## config.mk

```make
export PLATFORM = sky130hd
export DESIGN_NAME = nvc_host
export DESIGN_NICKNAME = d
export VERILOG_FILES = /design/src/nvc_sync.v /design/src/nvc_tick.v /design/src/nvc_host.v
export VERILOG_INCLUDE_DIRS = /design/src
export SDC_FILE = /design/constraint.sdc
export NUM_CORES = 1
export LEC_CHECK = 0
export BUFFER_PORTS_ARGS = -buffer_cell sky130_fd_sc_hd__buf_2
export CORE_ASPECT_RATIO = 0.8
export CORE_MARGIN = 2
export CORE_UTILIZATION = 36
export DETAILED_ROUTE_END_ITERATION = 8
export SLEW_MARGIN = 20
export SYNTH_ARGS = -nofsm -noshare
export SYNTH_HDL_FRONTEND = slang
export SYNTH_SLANG_ARGS = --single-unit
```

## constraint.sdc

```tcl
create_clock -name clk -period 6 [get_ports clk]
set_input_delay 0 -clock clk [delete_from_list [all_inputs] [get_ports clk]]
set_output_delay 0 -clock clk [all_outputs]
set_load 0.05 [all_outputs]
```

## src/nvc_defs.vh

```
// Constants for the serial nvSRAM host command controller
`ifndef NVC_DEFS_VH
`define NVC_DEFS_VH

// ----------------------------------------------------------------
// Device opcodes
// ----------------------------------------------------------------
`define NVC_OP_LATCH_SET   8'h06
`define NVC_OP_LATCH_CLR   8'h04
`define NVC_OP_STAT_RD     8'h05
`define NVC_OP_STAT_WR     8'h01
`define NVC_OP_ARR_RD      8'h03
`define NVC_OP_ARR_WR      8'h02
`define NVC_OP_CRC_RD      8'h13
`define NVC_OP_CRC_WR      8'h12
`define NVC_OP_STORE       8'h08
`define NVC_OP_RECALL      8'h09
`define NVC_OP_SN_WR       8'hC2
`define NVC_OP_SN_RD       8'hC3
`define NVC_OP_HIBERNATE   8'hB9

// ----------------------------------------------------------------
// Device status_and_protection fields
// ----------------------------------------------------------------
`define NVC_SR_BUSY        0
`define NVC_SR_WEL         1
`define NVC_SR_BP_LO       2
`define NVC_SR_BP_HI       3
`define NVC_SR_CRCERR      4
`define NVC_SR_PSOFF       6
`define NVC_SR_PPEN        7

// ----------------------------------------------------------------
// Host register map (4-bit index)
// ----------------------------------------------------------------
`define NVC_ADDR_CMD       4'h0
`define NVC_ADDR_TXD       4'h1
`define NVC_ADDR_CTRL      4'h2
`define NVC_ADDR_STAT      4'h3
`define NVC_ADDR_RXD       4'h4

`define NVC_CTL_HOLD       0
`define NVC_CTL_WPN        1
`define NVC_CTL_CPOL       2
`define NVC_CTL_ABORT      3

`define NVC_ST_BUSY        0
`define NVC_ST_ERR         1
`define NVC_ST_HELD        2
`define NVC_ST_WEL         3
`define NVC_ST_PWR         4
`define NVC_ST_DEV_LSB     8

// ----------------------------------------------------------------
// Frame lengths and timing
// ----------------------------------------------------------------
`define NVC_BITS_OP        5'h08
`define NVC_BITS_OPDAT     5'h10
`define NVC_CLK_NS         8'h08
`define NVC_SCK_HALF_NS    8'h20

`endif

```

## src/nvc_sync.v

```verilog
// Two-flop synchroniser for pin inputs
`timescale 1ns/1ps
`default_nettype none

module nvc_sync #(
  parameter W = 2
) (
  // Clock and reset
  input  wire         clk,
  input  wire         resetn,
  // Data
  input  wire [W-1:0] d_i,
  output wire [W-1:0] q_o
);

  reg [W-1:0] meta_q;
  reg [W-1:0] sync_q;

  always @(posedge clk or negedge resetn) begin
    if (!resetn) begin
      meta_q <= {W{1'b0}};
      sync_q <= {W{1'b0}};
    end else begin
      meta_q <= d_i;
      sync_q <= meta_q;
    end
  end

  assign q_o = sync_q;

endmodule

`default_nettype wire

```

## src/nvc_tick.v

```verilog
// Half-period enable divider for the serial clock
`timescale 1ns/1ps
`default_nettype none

module nvc_tick #(
  parameter [7:0] HALF = 8'h04
) (
  // Clock and reset
  input  wire clk,
  input  wire resetn,
  // Control
  input  wire run,
  output reg  tick
);

  localparam [7:0] LAST = HALF - 8'h01;

  reg [7:0] cnt_q;

  // Restarts on every run so the first half period is always whole
  always @(posedge clk or negedge resetn) begin
    if (!resetn) begin
      cnt_q <= 8'h00;
      tick  <= 1'b0;
    end else if (!run) begin
      cnt_q <= 8'h00;
      tick  <= 1'b0;
    end else if (cnt_q == LAST) begin
      cnt_q <= 8'h00;
      tick  <= 1'b1;
    end else begin
      cnt_q <= cnt_q + 8'h01;
      tick  <= 1'b0;
    end
  end

endmodule

`default_nettype wire

```

## src/nvc_host.v

```verilog
// Host-side SPI command controller for a serial nvSRAM
`timescale 1ns/1ps
`default_nettype none
`include "nvc_defs.vh"

module nvc_host #(
  parameter [7:0] HALF =
    (`NVC_SCK_HALF_NS + `NVC_CLK_NS - 8'h01) / `NVC_CLK_NS
) (
  // Clock and reset
  input  wire        clk,
  input  wire        resetn,
  // Register port
  input  wire [3:0]  reg_addr,
  input  wire [15:0] reg_wdata,
  input  wire        reg_wr,
  input  wire        reg_rd,
  output reg  [15:0] reg_rdata,
  // Device pins
  output reg         ce_n_o,
  output reg         sck_o,
  output reg         si_o,
  output reg         hold_n_o,
  output reg         wp_n_o,
  input  wire        so_i,
  // Supply sense pin
  input  wire        pwr_ok_i
);

  // ----------------------------------------------------------------
  // States
  // ----------------------------------------------------------------
  localparam [5:0] S_IDLE  = 6'h01;
  localparam [5:0] S_LEAD  = 6'h02;
  localparam [5:0] S_SHIFT = 6'h04;
  localparam [5:0] S_HOLD  = 6'h08;
  localparam [5:0] S_TRAIL = 6'h10;
  localparam [5:0] S_GAP   = 6'h20;

  // ----------------------------------------------------------------
  // Opcode helpers
  // ----------------------------------------------------------------
  // Frame length: status read and write carry one data byte
  function [4:0] op_bits;
    input [7:0] op;
    begin
      case (op)
        `NVC_OP_STAT_RD: op_bits = `NVC_BITS_OPDAT;
        `NVC_OP_STAT_WR: op_bits = `NVC_BITS_OPDAT;
        default:         op_bits = `NVC_BITS_OP;
      endcase
    end
  endfunction

  // Instructions whose completion drops the device latch
  function op_drops_latch;
    input [7:0] op;
    begin
      case (op)
        `NVC_OP_LATCH_CLR: op_drops_latch = 1'b1;
        `NVC_OP_STAT_WR:   op_drops_latch = 1'b1;
        `NVC_OP_ARR_WR:    op_drops_latch = 1'b1;
        `NVC_OP_CRC_WR:    op_drops_latch = 1'b1;
        `NVC_OP_SN_WR:     op_drops_latch = 1'b1;
        default:           op_drops_latch = 1'b0;
      endcase
    end
  endfunction

  // ----------------------------------------------------------------
  // Pin synchronisers and divider
  // ----------------------------------------------------------------
  wire [1:0] pin_s;
  wire       so_s;
  wire       pwr_s;
  wire       tick;
  reg  [5:0] state_q;

  nvc_sync #(
    .W      (2)
  ) u_sync (
    .clk    (clk),
    .resetn (resetn),
    .d_i    ({pwr_ok_i, so_i}),
    .q_o    (pin_s)
  );

  assign so_s  = pin_s[0];
  assign pwr_s = pin_s[1];

  nvc_tick #(
    .HALF   (HALF)
  ) u_tick (
    .clk    (clk),
    .resetn (resetn),
    .run    (state_q != S_IDLE),
    .tick   (tick)
  );

  // ----------------------------------------------------------------
  // Registers
  // ----------------------------------------------------------------
  reg  [7:0]  op_q;
  reg  [7:0]  txd_q;
  reg  [7:0]  rxd_q;
  reg  [15:0] sh_q;
  reg  [7:0]  rx_q;
  reg  [4:0]  cnt_q;
  reg  [4:0]  nbits_q;
  reg         ctl_hold_q;
  reg         ctl_cpol_q;
  reg         err_q;
  reg         wel_q;

  wire is_idle  = (state_q == S_IDLE);
  wire cmd_wr   = reg_wr && (reg_addr == `NVC_ADDR_CMD);
  wire ctl_wr   = reg_wr && (reg_addr == `NVC_ADDR_CTRL);
  wire stat_wr  = reg_wr && (reg_addr == `NVC_ADDR_STAT);
  wire abort    = (ctl_wr && reg_wdata[`NVC_CTL_ABORT]) || !pwr_s;
  // Status write without a prior latch set would be discarded
  wire refuse   = cmd_wr && (!is_idle || !pwr_s ||
                  ((reg_wdata[7:0] == `NVC_OP_STAT_WR) && !wel_q));
  wire start    = cmd_wr && !refuse;

  // ----------------------------------------------------------------
  // Software registers
  // ----------------------------------------------------------------
  always @(posedge clk or negedge resetn) begin
    if (!resetn) begin
      txd_q      <= 8'h00;
      ctl_hold_q <= 1'b0;
      ctl_cpol_q <= 1'b0;
      wp_n_o     <= 1'b1;
      err_q      <= 1'b0;
    end else begin
      if (reg_wr && (reg_addr == `NVC_ADDR_TXD))
        txd_q <= reg_wdata[7:0];
      if (ctl_wr) begin
        ctl_hold_q <= reg_wdata[`NVC_CTL_HOLD];
        ctl_cpol_q <= reg_wdata[`NVC_CTL_CPOL];
        wp_n_o     <= reg_wdata[`NVC_CTL_WPN];
      end
      // Set beats write-one clear in the same cycle
      if (refuse)
        err_q <= 1'b1;
      else if (stat_wr && reg_wdata[`NVC_ST_ERR])
        err_q <= 1'b0;
    end
  end

  // ----------------------------------------------------------------
  // Read port, data one cycle after the strobe
  // ----------------------------------------------------------------
  always @(posedge clk or negedge resetn) begin
    if (!resetn) begin
      reg_rdata <= 16'h0000;
    end else if (reg_rd) begin
      case (reg_addr)
        `NVC_ADDR_CMD:  reg_rdata <= {8'h00, op_q};
        `NVC_ADDR_TXD:  reg_rdata <= {8'h00, txd_q};
        `NVC_ADDR_CTRL: reg_rdata <= {12'h000, 1'b0, ctl_cpol_q,
                                      wp_n_o, ctl_hold_q};
        `NVC_ADDR_STAT: reg_rdata <= {1'b0,
                          rxd_q[`NVC_SR_PPEN],
                          rxd_q[`NVC_SR_PSOFF],
                          rxd_q[`NVC_SR_CRCERR],
                          rxd_q[`NVC_SR_BP_HI:`NVC_SR_BP_LO],
                          rxd_q[`NVC_SR_WEL],
                          rxd_q[`NVC_SR_BUSY],
                          3'h0, pwr_s, wel_q,
                          (state_q == S_HOLD), err_q, !is_idle};
        `NVC_ADDR_RXD:  reg_rdata <= {8'h00, rxd_q};
        default:        reg_rdata <= 16'h0000;
      endcase
    end else begin
      reg_rdata <= 16'h0000;
    end
  end

  // ----------------------------------------------------------------
  // Frame sequencer
  // ----------------------------------------------------------------
  always @(posedge clk or negedge resetn) begin
    if (!resetn) begin
      state_q  <= S_IDLE;
      ce_n_o   <= 1'b1;
      sck_o    <= 1'b0;
      si_o     <= 1'b0;
      hold_n_o <= 1'b1;
      op_q     <= 8'h00;
      sh_q     <= 16'h0000;
      rx_q     <= 8'h00;
      rxd_q    <= 8'h00;
      cnt_q    <= 5'h00;
      nbits_q  <= 5'h00;
      wel_q    <= 1'b0;
    end else begin
      case (state_q)
        S_IDLE: begin
          sck_o <= ctl_cpol_q;
          if (!pwr_s)
            wel_q <= 1'b0;
          if (start) begin
            op_q    <= reg_wdata[7:0];
            sh_q    <= {reg_wdata[7:0], txd_q};
            si_o    <= reg_wdata[7];
            nbits_q <= op_bits(reg_wdata[7:0]);
            cnt_q   <= 5'h00;
            ce_n_o  <= 1'b0;
            state_q <= S_LEAD;
          end
        end
        S_LEAD: begin
          if (abort) begin
            ce_n_o  <= 1'b1;
            state_q <= S_GAP;
          end else if (tick) begin
            sck_o   <= 1'b0;
            state_q <= S_SHIFT;
          end
        end
        S_SHIFT: begin
          if (abort) begin
            // Partial opcode never reaches the latch shadow
            ce_n_o  <= 1'b1;
            // Clock drops with the deselect so no edge is left half done
            sck_o   <= 1'b0;
            state_q <= S_GAP;
          end else if (tick) begin
            if (!sck_o) begin
              if (ctl_hold_q) begin
                hold_n_o <= 1'b0;
                state_q  <= S_HOLD;
              end else begin
                sck_o <= 1'b1;
                rx_q  <= {rx_q[6:0], so_s};
                cnt_q <= cnt_q + 5'h01;
              end
            end else begin
              sck_o <= 1'b0;
              if (cnt_q == nbits_q) begin
                state_q <= S_TRAIL;
              end else begin
                sh_q <= {sh_q[14:0], 1'b0};
                si_o <= sh_q[14];
              end
            end
          end
        end
        S_HOLD: begin
          if (abort) begin
            // Device drops the frame when CE rises in hold
            ce_n_o   <= 1'b1;
            hold_n_o <= 1'b1;
            state_q  <= S_GAP;
          end else if (tick && !ctl_hold_q) begin
            hold_n_o <= 1'b1;
            state_q  <= S_SHIFT;
          end
        end
        S_TRAIL: begin
          // Deselect in the clock-low time after the last bit
          ce_n_o  <= 1'b1;
          state_q <= S_GAP;
          if (op_q == `NVC_OP_LATCH_SET)
            wel_q <= 1'b1;
          else if (op_drops_latch(op_q))
            wel_q <= 1'b0;
          if (op_q == `NVC_OP_STAT_RD)
            rxd_q <= rx_q;
        end
        S_GAP: begin
          if (!pwr_s)
            wel_q <= 1'b0;
          if (tick) begin
            sck_o   <= ctl_cpol_q;
            state_q <= S_IDLE;
          end
        end
        default: begin
          ce_n_o   <= 1'b1;
          hold_n_o <= 1'b1;
          state_q  <= S_IDLE;
        end
      endcase
    end
  end

  // Unknown opcodes are still framed normally; the device
  // ignores them and the next select re-arms it.
  // Protection decoding stays with software
  // which reads the device byte from the status register.
  // Store, recall and hibernate are plain one-byte frames.

endmodule

`default_nettype wire

```

==> implementation parameters, run 1 <==
Parameter                              Value

Synth
  Cell area after synthesis    between 4000 and 5000 um^2
  Post-synthesis net count    ~460
  Syn Inst Count    ~430
  Distinct cells, synth    a little under 60
  Cell type contributing the most total cell area after synthesis    dfrtp_1
  Post-synth EDFFs    0
  Simple-gate portion of the synthesized area    0.208
  Sequential cell area fraction in the yosys report    0.528
  Compound-Gate Fraction of Synth Area    0.0902
  Mapped Avg Cell Area    around 11 um^2
  Leading register cell type out of synthesis    dfrtp_1
  Dominant combinational cell family by area after synthesis    simple AND/OR/NAND/NOR gates
  Commonest cells post-synth    dfrtp_1, nand2_1, mux2_2
  Yosys synthesis warning count    0
  Synth Register Bits    97
  Fraction of synthesized area in multiplexers    0.114
  Top-area cell type share of the netlist area    0.505
  Parity-gate share of the synthesized area counting xor and xnor cells    0.0228
  Leading post-synthesis cells by cell area    dfrtp_1, mux2_2, nand2_1
  Most frequently used cell type in the post-synthesis netlist    dfrtp_1
  Post-synth ARST share    1.00
  Share of synthesized cell area in full adder, half adder and majority cells    0.00815

STA
  Worst slew margin relative to its limit    0.413
  Setup repair after global routing missed its margin    no
  Post-route fraction of the period consumed by the critical path    0.421
  Minimum clock period after layout    2.52 ns
  Worst Slack Setup Final    3.48 ns
  Highest attainable clock frequency    between 300 and 400 MHz
  Setup TNS    0 ns
  Clock skew after layout    about 0.0055 ns
  Max-slew violations    0
  Slew @ Worst Pin    approximately 0.9 ns
  Number of hold-slack violations in the final timing report    0
  Final-report setup violation count    0

Worst hold path
  Type of the tightest min-delay check    in2reg

Cells and area
  Share of layout cells above drive strength 1    0.242
  ANT cells    0
  Total Nets Final    approximately 500
  Count of non-filler cells in the finished layout    643
  Number of filler instances in the final layout    around 1200
  Area growth from synthesis to final layout    14.9%
  Final standard cell utilization of the core    0.429

GRT
  Largest net degree at the start of global routing    just over 70
  Sum of overflow across all layers after global routing    0
  Initial antenna violation count    0
  Overall Global Routing Usage    0.164
  First-pass GRT wire length    17.3 mm
  Vias in the first global route    about 3200

Detailed routing
  Routed Wire Length    between 10 and 15 mm
  Wire length on met1    roughly 5.3 mm
  Total met3 wirelength after detailed routing    619 um
  Router iterations before antenna repair    5
  Mean number of vias per cell    between 5 and 6
  Count of vias placed by the detailed router    3402
  DRC violation count after routing    0
  Metal2 WL    ~4.4 mm
  Antenna-violating nets left    0
  Routed length per instance    ~16 um
  Number of DRC markers in iteration 0    300
  Highest Signal Layer    met4

CTS
  Clock root buffer    clkbuf_16
  Worst-skew pair later-pin latency    roughly 0.35 ns
  Clock transition at the register clock pins on the worst setup and hold paths after CTS    0.06 ns
  Count of instances resized after the clock tree is built    0
  H-tree depth    3
  Deepest clock path buffer count    2
  Clock tree from TritonCTS    yes
  Total clock buffers created by CTS    9
  Number of sinks on the clock net    97

Setup path
  Worst setup slack for register-to-register paths    roughly 3.5 ns
  Setup crit end kind    flop
  Worst setup SP type    flop
  Required time of the critical path    6.23 ns
  Classification of the worst setup path    reg2reg
  Top fanout value on the critical path    11
  Critical Path AT    2.75 ns

Die
  Floorplan Core Area    12300 um^2
  Cell row count    36
  Area of the die    13700 um^2
  Effective utilization at floorplan    0.373
  Chip height    around 110 um
  Number of top-level design ports    between 40 and 50
  Die span in x    130 um

Pwr
  Largest vdd supply drop    approximately 0.15 mV
  Pwr/cell area    ~300 nW/um^2
  Static leakage    between 0.002 and 0.0025 uW

Placed design
  Post-Place Cells    618
  Routability-driven placement congestion ratio    roughly 0.84
  DP Wirelength    between 7 and 8 mm
  Number of buffers inserted by port buffering    37
  Worst slack after detailed placement    3.52 ns

Outcome
  Outcome    completed

Job
  Maxcap violations    0
==> flip-flops by register name (all words and copies together) (netlist names), 2 cells and up <==
register / flops
cnt_q: 5
nbits_q: 2
op_q: 8
reg_rdata: 15
rx_q: 8
rxd_q: 8
sh_q: 15
state_q: 6
txd_q: 8
u_sync.meta_q: 2
u_sync.q_o: 2
u_tick.cnt_q: 8
==> layout by cell type (no fill, tap or decap), types with 3 or more instances in the layout <==
cell,Yosys,layout
dfrtp_1,93,93
nand2_1,88,88
buf_2,3,36
mux2_2,33,33
nor2_1,27,27
nand3_1,18,18
and3_1,12,12
a21oi_1,11,11
o21ai_0,10,10
dlygate4sd3_1,0,10
clkbuf_16,0,9
a222oi_1,8,8
mux2_4,8,8
xor2_1,7,7
nor3_1,6,6
inv_1,5,5
xnor2_1,5,5
o211ai_1,5,5
a22oi_1,4,4
nand2b_1,4,4
a22o_1,4,4
dfstp_2,4,4
nand4b_1,3,3
nor4b_1,3,3
nand4_1,3,3
o2bb2ai_1,3,3
and2_1,3,3
ha_1,3,3
buf_4,2,3
==> cell families after synthesis <==
kind of cell,count (synthesis)
adders and majority gates,3
and+or+nand+nor,188
other,1
buffers and inverters,23
DFF,97
xor gates and xnor gates,12
muxes,44
AOI/OAI and AO/OA,58
==> through the flow <==
step,hold slack (ns),total power (uW),area [um^2]
2_1_floorplan,-0.296,989,4610
3_3_place_gp,-0.0715,1070,4910
3_5_place_dp,-0.0677,1080,4910
4_1_cts,0.000891,1630,5290
5_1_grt,0.0272,1700,5290
6_report,0.0130,1620,5290
==> cell type report <==
cell class,instances,area (um^2),share of cell area
Sequential cell,97,2430,0.459
Multi-Input combinational cell,306,2050,0.388
Timing Repair Buffer,49,303,0.0572
Clock buffer,13,260,0.0492
Tap cell,171,214,0.0404
Inverter,5,18.8,0.00355
Clock inverter,2,13.8,0.00260
==> routing by layer <==
metal  up-vias  track usage
met5         -            0
met4         0       0.0562
met3        13       0.0369
met2       120        0.226
met1      1668        0.251
li1       1601            -
==> critical path: stages (launching register included) <==
cell	delay [ns]
dfrtp_1	0.53
nor2_4	0.22
nand4b_4	0.18
or4_4	0.54
nor3b_4	0.58
mux2_4	0.35
==> where the power goes <==
| part | internal [uW] | switching, uW | total, uW |
|---|---|---|---|
| clock network | 302 | 236 | 538 |
| registers | 734 | 81.0 | 815 |
| logic | 114 | 149 | 263 |
| total | 1150 | 466 | 1620 |
==> path summary, 6_finish.rpt <==
kind	depth (start not counted)	endpoint	startpoint
max	5	rxd_q[7]$_DFFE_PN0P_	state_q[1]$_DFFE_PN0P_
min	2	txd_q[3]$_DFFE_PN0P_	reg_wdata[3]
max reg2reg	5	rxd_q[7]$_DFFE_PN0P_	state_q[1]$_DFFE_PN0P_
min reg2reg	0	u_sync.q_o[0]$_DFF_PN0_	u_sync.meta_q[0]$_DFF_PN0_
max in group asynchronous	3	sh_q[8]$_DFFE_PN0P_	resetn
min in group asynchronous	2	u_sync.meta_q[0]$_DFF_PN0_	resetn
==> repair_timing <==
action / 4_1_cts / 5_1_grt
hold buffers: 10 / 0
setup buffers: 0 / 0
hold endpoints to repair: 50 / 0
Power figures use the tool's default switching activity.
==> run 2, diff against run 1 <==
clock period = 2.6 ns   (was 6 ns; I/O delays follow)
==> implementation parameters, run 2 (synthesized netlist as in run 1, its figures left out) <==
Parameter                              Value

Outcome
  Outcome    completed

GRT
  Vias in the first global route    between 3000 and 4000
  Met1 track demand over resource    0.255
  Largest net degree at the start of global routing    44
  Overall Global Routing Usage    0.163
  GRT met2 Usage    0.225
  Grt peak-use layer    met1
  Met3 GRT Util    0.0369
  First-pass GRT wire length    17.3 mm
  Initial antenna violation count    0
  Sum of overflow across all layers after global routing    0

Detailed routing
  Router iterations before antenna repair    5
  Routed Wire Length    between 10 and 15 mm
  Routed length per instance    between 15 and 20 um
  Antenna-violating nets left    0
  Count of vias placed by the detailed router    around 3400
  Mean number of vias per cell    ~5.2
  Number of DRC markers in iteration 0    280
  DRC violation count after routing    0

CTS
  Cts hold-fix bufs    12
  Count of instances resized after the clock tree is built    0
  Total clock buffers created by CTS    9
  Clock root buffer    clkbuf_16
  H-tree depth    3
  Deepest clock path buffer count    2
  Number of sinks on the clock net    between 90 and 100
  Worst-skew pair later-pin latency    between 0.3 and 0.4 ns
  Clock transition at the register clock pins on the worst setup and hold paths after CTS    roughly 0.07 ns
  Total setup buffers inserted after CTS    0
  Clock tree from TritonCTS    yes

Cells and area
  Total Nets Final    between 500 and 600
  Footprint of the flip-flops and latches    2430 um^2
  Most frequent cells in the layout    dfrtp_1, nand2_1, buf_2
  Leading cell type in the layout, fill and taps excluded    dfrtp_1
  Area growth from synthesis to final layout    17.2%
  ANT cells    0
  Multi-input gate area in the final layout    2050 um^2
  Number of filler instances in the final layout    between 1000 and 1500
  Largest registers    reg_rdata (15), sh_q (15)
  Share of layout cells above drive strength 1    0.255

STA
  Number of hold-slack violations in the final timing report    0
  Post-route fraction of the period consumed by the critical path    0.886
  Worst slew margin relative to its limit    0.442
  Setup TNS    0 ns
  Slew @ Worst Pin    ~0.83 ns
  Max-slew violations    0
  Setup repair after global routing missed its margin    no
  Worst hold slack across all endpoints    about 0.049 ns
  Clock skew after layout    around 0.0044 ns
  Minimum clock period after layout    between 2 and 2.5 ns
  Final-report setup violation count    0
  Highest attainable clock frequency    about 430 MHz

Setup path
  Worst setup slack for register-to-register paths    roughly 0.30 ns
  Setup crit end kind    flop
  Required time of the critical path    around 2.8 ns
  Classification of the worst setup path    reg2reg
  Worst setup SP type    flop
  Critical Path AT    roughly 2.5 ns
  Top fanout value on the critical path    15

Job
  Maxcap violations    0

Pwr
  Final total power    3870 uW
  Largest vdd supply drop    0.326 mV
  Static leakage    0.00252 uW
  Pwr/cell area    slightly above 700 nW/um^2

Die
  Cell row count    36
  Area of the die    13700 um^2
  Effective utilization at floorplan    0.373
  Floorplan Core Area    around 12000 um^2
  Number of top-level design ports    47
  Chip height    around 110 um
  Die span in x    about 130 um

Placed design
  Routability-driven placement congestion ratio    just under 0.9
  Number of buffers inserted by port buffering    37
  DP Wirelength    roughly 7.6 mm

Worst hold path
  Type of the tightest min-delay check    in2reg
-- run 2: cell count changes in the layout (fill, tap and decap cells not counted) --
| cell | change |
|---|---|
| buf_4 | +7 |
| inv_8 | +1 |
| clkinv_2 | -1 |
| inv_6 | +2 |
| clkbuf_1 | -2 |
| clkinvlp_4 | +2 |
| bufinv_16 | +1 |
| dlygate4sd3_1 | +2 |
| nor4_2 | -1 |
| nor4_1 | +1 |
| clkbuf_8 | -1 |
| clkinv_4 | -1 |
-- run 2: report_power, final --
part           internal, uW  leakage, uW  switching (uW)
Combinational           268      0.00109             347
Sequential             1690      0.00129             186
Clock                   786     0.000148             594
Total                  2750      0.00252            1130
-- run 2: layer usage --
layer  up-vias  wire [um]
li1       1616          -
met1      1657       5480
met2       111       4350
met3         6        610
met4         0        105
met5         -          0
-- run 2: worst paths after layout --
| kind | startpoint | endpoint | cells past startpoint |
|---|---|---|---|
| worst min register to register | u_sync.meta_q[1]$_DFF_PN0_ | u_sync.q_o[1]$_DFF_PN0_ | 0 |
| max in group asynchronous | resetn | ce_n_o$_DFFE_PN1P_ | 3 |
| min in group asynchronous | resetn | rx_q[3]$_DFFE_PN0P_ | 2 |
| worst min-delay path | reg_wdata[1] | txd_q[1]$_DFFE_PN0P_ | 2 |
| worst max-delay path | state_q[5]$_DFFE_PN0P_ | sh_q[6]$_DFFE_PN0P_ | 5 |
| worst max register to register | state_q[5]$_DFFE_PN0P_ | sh_q[6]$_DFFE_PN0P_ | 5 |
-- run 2: critical path: stages (launching register included) --
cell and delay [ns]:
dfrtp_1 0.49, nor2_1 0.25, nand4_1 0.15, or4b_1 0.57, nand2_2 0.34, mux2_2 0.39
-- run 2: area by class of cell --
class,instances,share of cell area
flip-flops and latches,97,0.451
multi-input cells,306,0.379
repair buffers,58,0.0695
clock buffers,10,0.0443
well taps,171,0.0396
clock inverters,6,0.0137
inverters,5,0.00348
-- run 2: stage by stage --
step | cell area (um^2) | setup slack (ns) | util | cells
after floorplan | 4610 | 0.409 | - | 426
after global placement | 4970 | 0.364 | 0.402 | 625
after detailed placement | 4970 | 0.333 | 0.402 | 625
after CTS | 5400 | 0.312 | 0.437 | 653
after global routing | 5400 | 0.169 | 0.437 | 653
final | 5400 | 0.296 | 0.437 | 653
==> run 3, diff against run 2 <==
BUFFER_PORTS_ARGS = -buffer_cell sky130_fd_sc_hd__clkbuf_2   (was -buffer_cell sky130_fd_sc_hd__buf_2)
==> implementation parameters, run 3 (synthesized netlist as in run 1, its figures left out) <==
Parameter                              Value

Outcome
  Outcome    completed

Die
  Number of top-level design ports    47
  Effective utilization at floorplan    0.373
  Chip height    105 um
  Cell row count    36
  Die span in x    ~130 um
  Area of the die    ~14000 um^2
  Floorplan Core Area    roughly 12000 um^2

Detailed routing
  Number of DRC markers in iteration 0    roughly 300
  Routed length per instance    16.2 um
  Router iterations before antenna repair    5
  DRC violation count after routing    0
  Routed Wire Length    between 10 and 15 mm
  Count of vias placed by the detailed router    3423
  Antenna-violating nets left    0
  Mean number of vias per cell    about 5.3

Setup path
  Critical Path AT    2.52 ns
  Required time of the critical path    around 2.8 ns
  Max incr delay on CP    approximately 0.58 ns
  Worst setup slack for register-to-register paths    ~0.3 ns
  Worst flop-to-flop path endpoint    sh_q[14]$_DFFE_PN0P_
  Critical Path, Cell by Cell    nor2_1 > nand4_1 > or4b_1 > nand2_2 > mux2_2
  Worst setup SP type    flop
  Depth of the most critical reg-to-reg path    5
  Largest delay share family, worst path    simple AND/OR/NAND/NOR gates
  R2R Path Start    state_q[5]$_DFFE_PN0P_
  Setup crit end kind    flop
  Classification of the worst setup path    reg2reg
  Total buffers and inverters traversed by the critical path    0
  Slowest library cell on the worst path    or4b_1
  Top fanout value on the critical path    15

STA
  Clock skew after layout    ~0.0067 ns
  Post-route fraction of the period consumed by the critical path    0.882
  Number of hold-slack violations in the final timing report    0
  Setup repair after global routing missed its margin    no
  Highest attainable clock frequency    436 MHz
  Final-report setup violation count    0
  Minimum clock period after layout    between 2 and 2.5 ns
  Worst slew margin relative to its limit    0.455
  Slew @ Worst Pin    0.814 ns
  Max-slew violations    0
  Setup TNS    0 ns

GRT
  Largest net degree at the start of global routing    49
  Overall Global Routing Usage    0.165
  Vias in the first global route    around 3300
  First-pass GRT wire length    roughly 18 mm
  Sum of overflow across all layers after global routing    0
  Initial antenna violation count    0

Pwr
  Static leakage    between 0.002 and 0.0025 uW
  Pwr/cell area    roughly 700 nW/um^2
  Largest vdd supply drop    approximately 0.42 mV
  Final total power    3810 uW

Job
  Maxcap violations    0

Cells and area
  Most frequent cells in the layout    dfrtp_1, nand2_1, clkbuf_2
  Area growth from synthesis to final layout    16.2%
  Total Nets Final    503
  Number of filler instances in the final layout    around 1200
  Share of layout cells above drive strength 1    0.253
  Leading cell type in the layout, fill and taps excluded    dfrtp_1
  Footprint of the flip-flops and latches    2430 um^2
  Largest registers    reg_rdata (15), sh_q (15)
  ANT cells    0
  Multi-input gate area in the final layout    2050 um^2

Placed design
  DP Wirelength    around 7.6 mm
  Routability-driven placement congestion ratio    around 0.86
  Number of buffers inserted by port buffering    37

Worst hold path
  Startpoint of the tightest hold check path    reg_wdata[4]
  Type of the tightest min-delay check    in2reg
  Sink of the worst hold path    txd_q[4]$_DFFE_PN0P_
  Worst Hold Path Cells    2

CTS
  H-tree depth    3
  Clock root buffer    clkbuf_16
  Total setup buffers inserted after CTS    0
  Cts hold-fix bufs    9
  Worst-skew pair later-pin latency    around 0.34 ns
  Clock transition at the register clock pins on the worst setup and hold paths after CTS    0.06 ns
  Number of sinks on the clock net    97
  Total clock buffers created by CTS    9
  Count of instances resized after the clock tree is built    0
  Deepest clock path buffer count    2
  Clock tree from TritonCTS    yes
-- run 3: how the worst max path moves through the flow --
| stage | startpoint | endpoint | slack (ns) | cells past startpoint |
|---|---|---|---|---|
| 3_3_place_gp | state_q[1]$_DFFE_PN0P_ | rxd_q[5]$_DFFE_PN0P_ | 0.36 | 6 |
| 2_1_floorplan | state_q[1]$_DFFE_PN0P_ | rxd_q[0]$_DFFE_PN0P_ | 0.41 | 6 |
| 4_1_cts | state_q[4]$_DFFE_PN0P_ | sh_q[14]$_DFFE_PN0P_ | 0.32 | 5 |
| 6_report | state_q[5]$_DFFE_PN0P_ | sh_q[14]$_DFFE_PN0P_ | 0.31 | 5 |
| 5_1_grt | state_q[4]$_DFFE_PN0P_ | si_o$_DFFE_PN0P_ | 0.14 | 5 |
| 3_5_place_dp | state_q[1]$_DFFE_PN0P_ | sh_q[14]$_DFFE_PN0P_ | 0.33 | 5 |
-- run 3: layout make-up --
type                       count  share of cell area
clock buffer                  12              0.0460
sequential                    97               0.454
tap                          171              0.0400
clock inverter                 4             0.00958
multi-input combinational    306               0.382
inverter                       5             0.00351
timing repair buffer          55              0.0645
-- run 3: worst reg2reg max path: stages (launching register included) --
cell     delay (ns)
dfrtp_1        0.49
nor2_1         0.24
nand4_1        0.14
or4b_1         0.58
nand2_2        0.34
mux2_2         0.39
-- run 3: power breakdown --
| group | internal, uW | leakage (uW) | switching, uW |
|---|---|---|---|
| registers | 1690 | 0.00129 | 188 |
| logic | 264 | 0.00106 | 339 |
| clock network | 774 | 0.000143 | 553 |
| total | 2730 | 0.00249 | 1080 |
-- run 3: metrics by stage --
step	utilization	worst slack [ns]	std cells	hold slack (ns)	instance area, um^2
after floorplan	-	0.409	426	-0.296	4610
after global placement	0.402	0.357	625	0.0553	4970
after detailed placement	0.402	0.335	625	0.0558	4970
after CTS	0.434	0.320	650	0.0196	5350
after global routing	0.434	0.143	650	0.0275	5350
final	0.434	0.306	650	0.0151	5350
-- run 3: layer usage --
metal | wire length [um] | vias up | GRT usage | part of all wire
li1 | - | 1607 | - | -
met1 | 5230 | 1690 | 0.260 | 0.50
met2 | 4470 | 117 | 0.227 | 0.42
met3 | 734 | 9 | 0.0343 | 0.070
met4 | 111 | 0 | 0.0433 | 0.011
met5 | 0 | - | 0 | 0
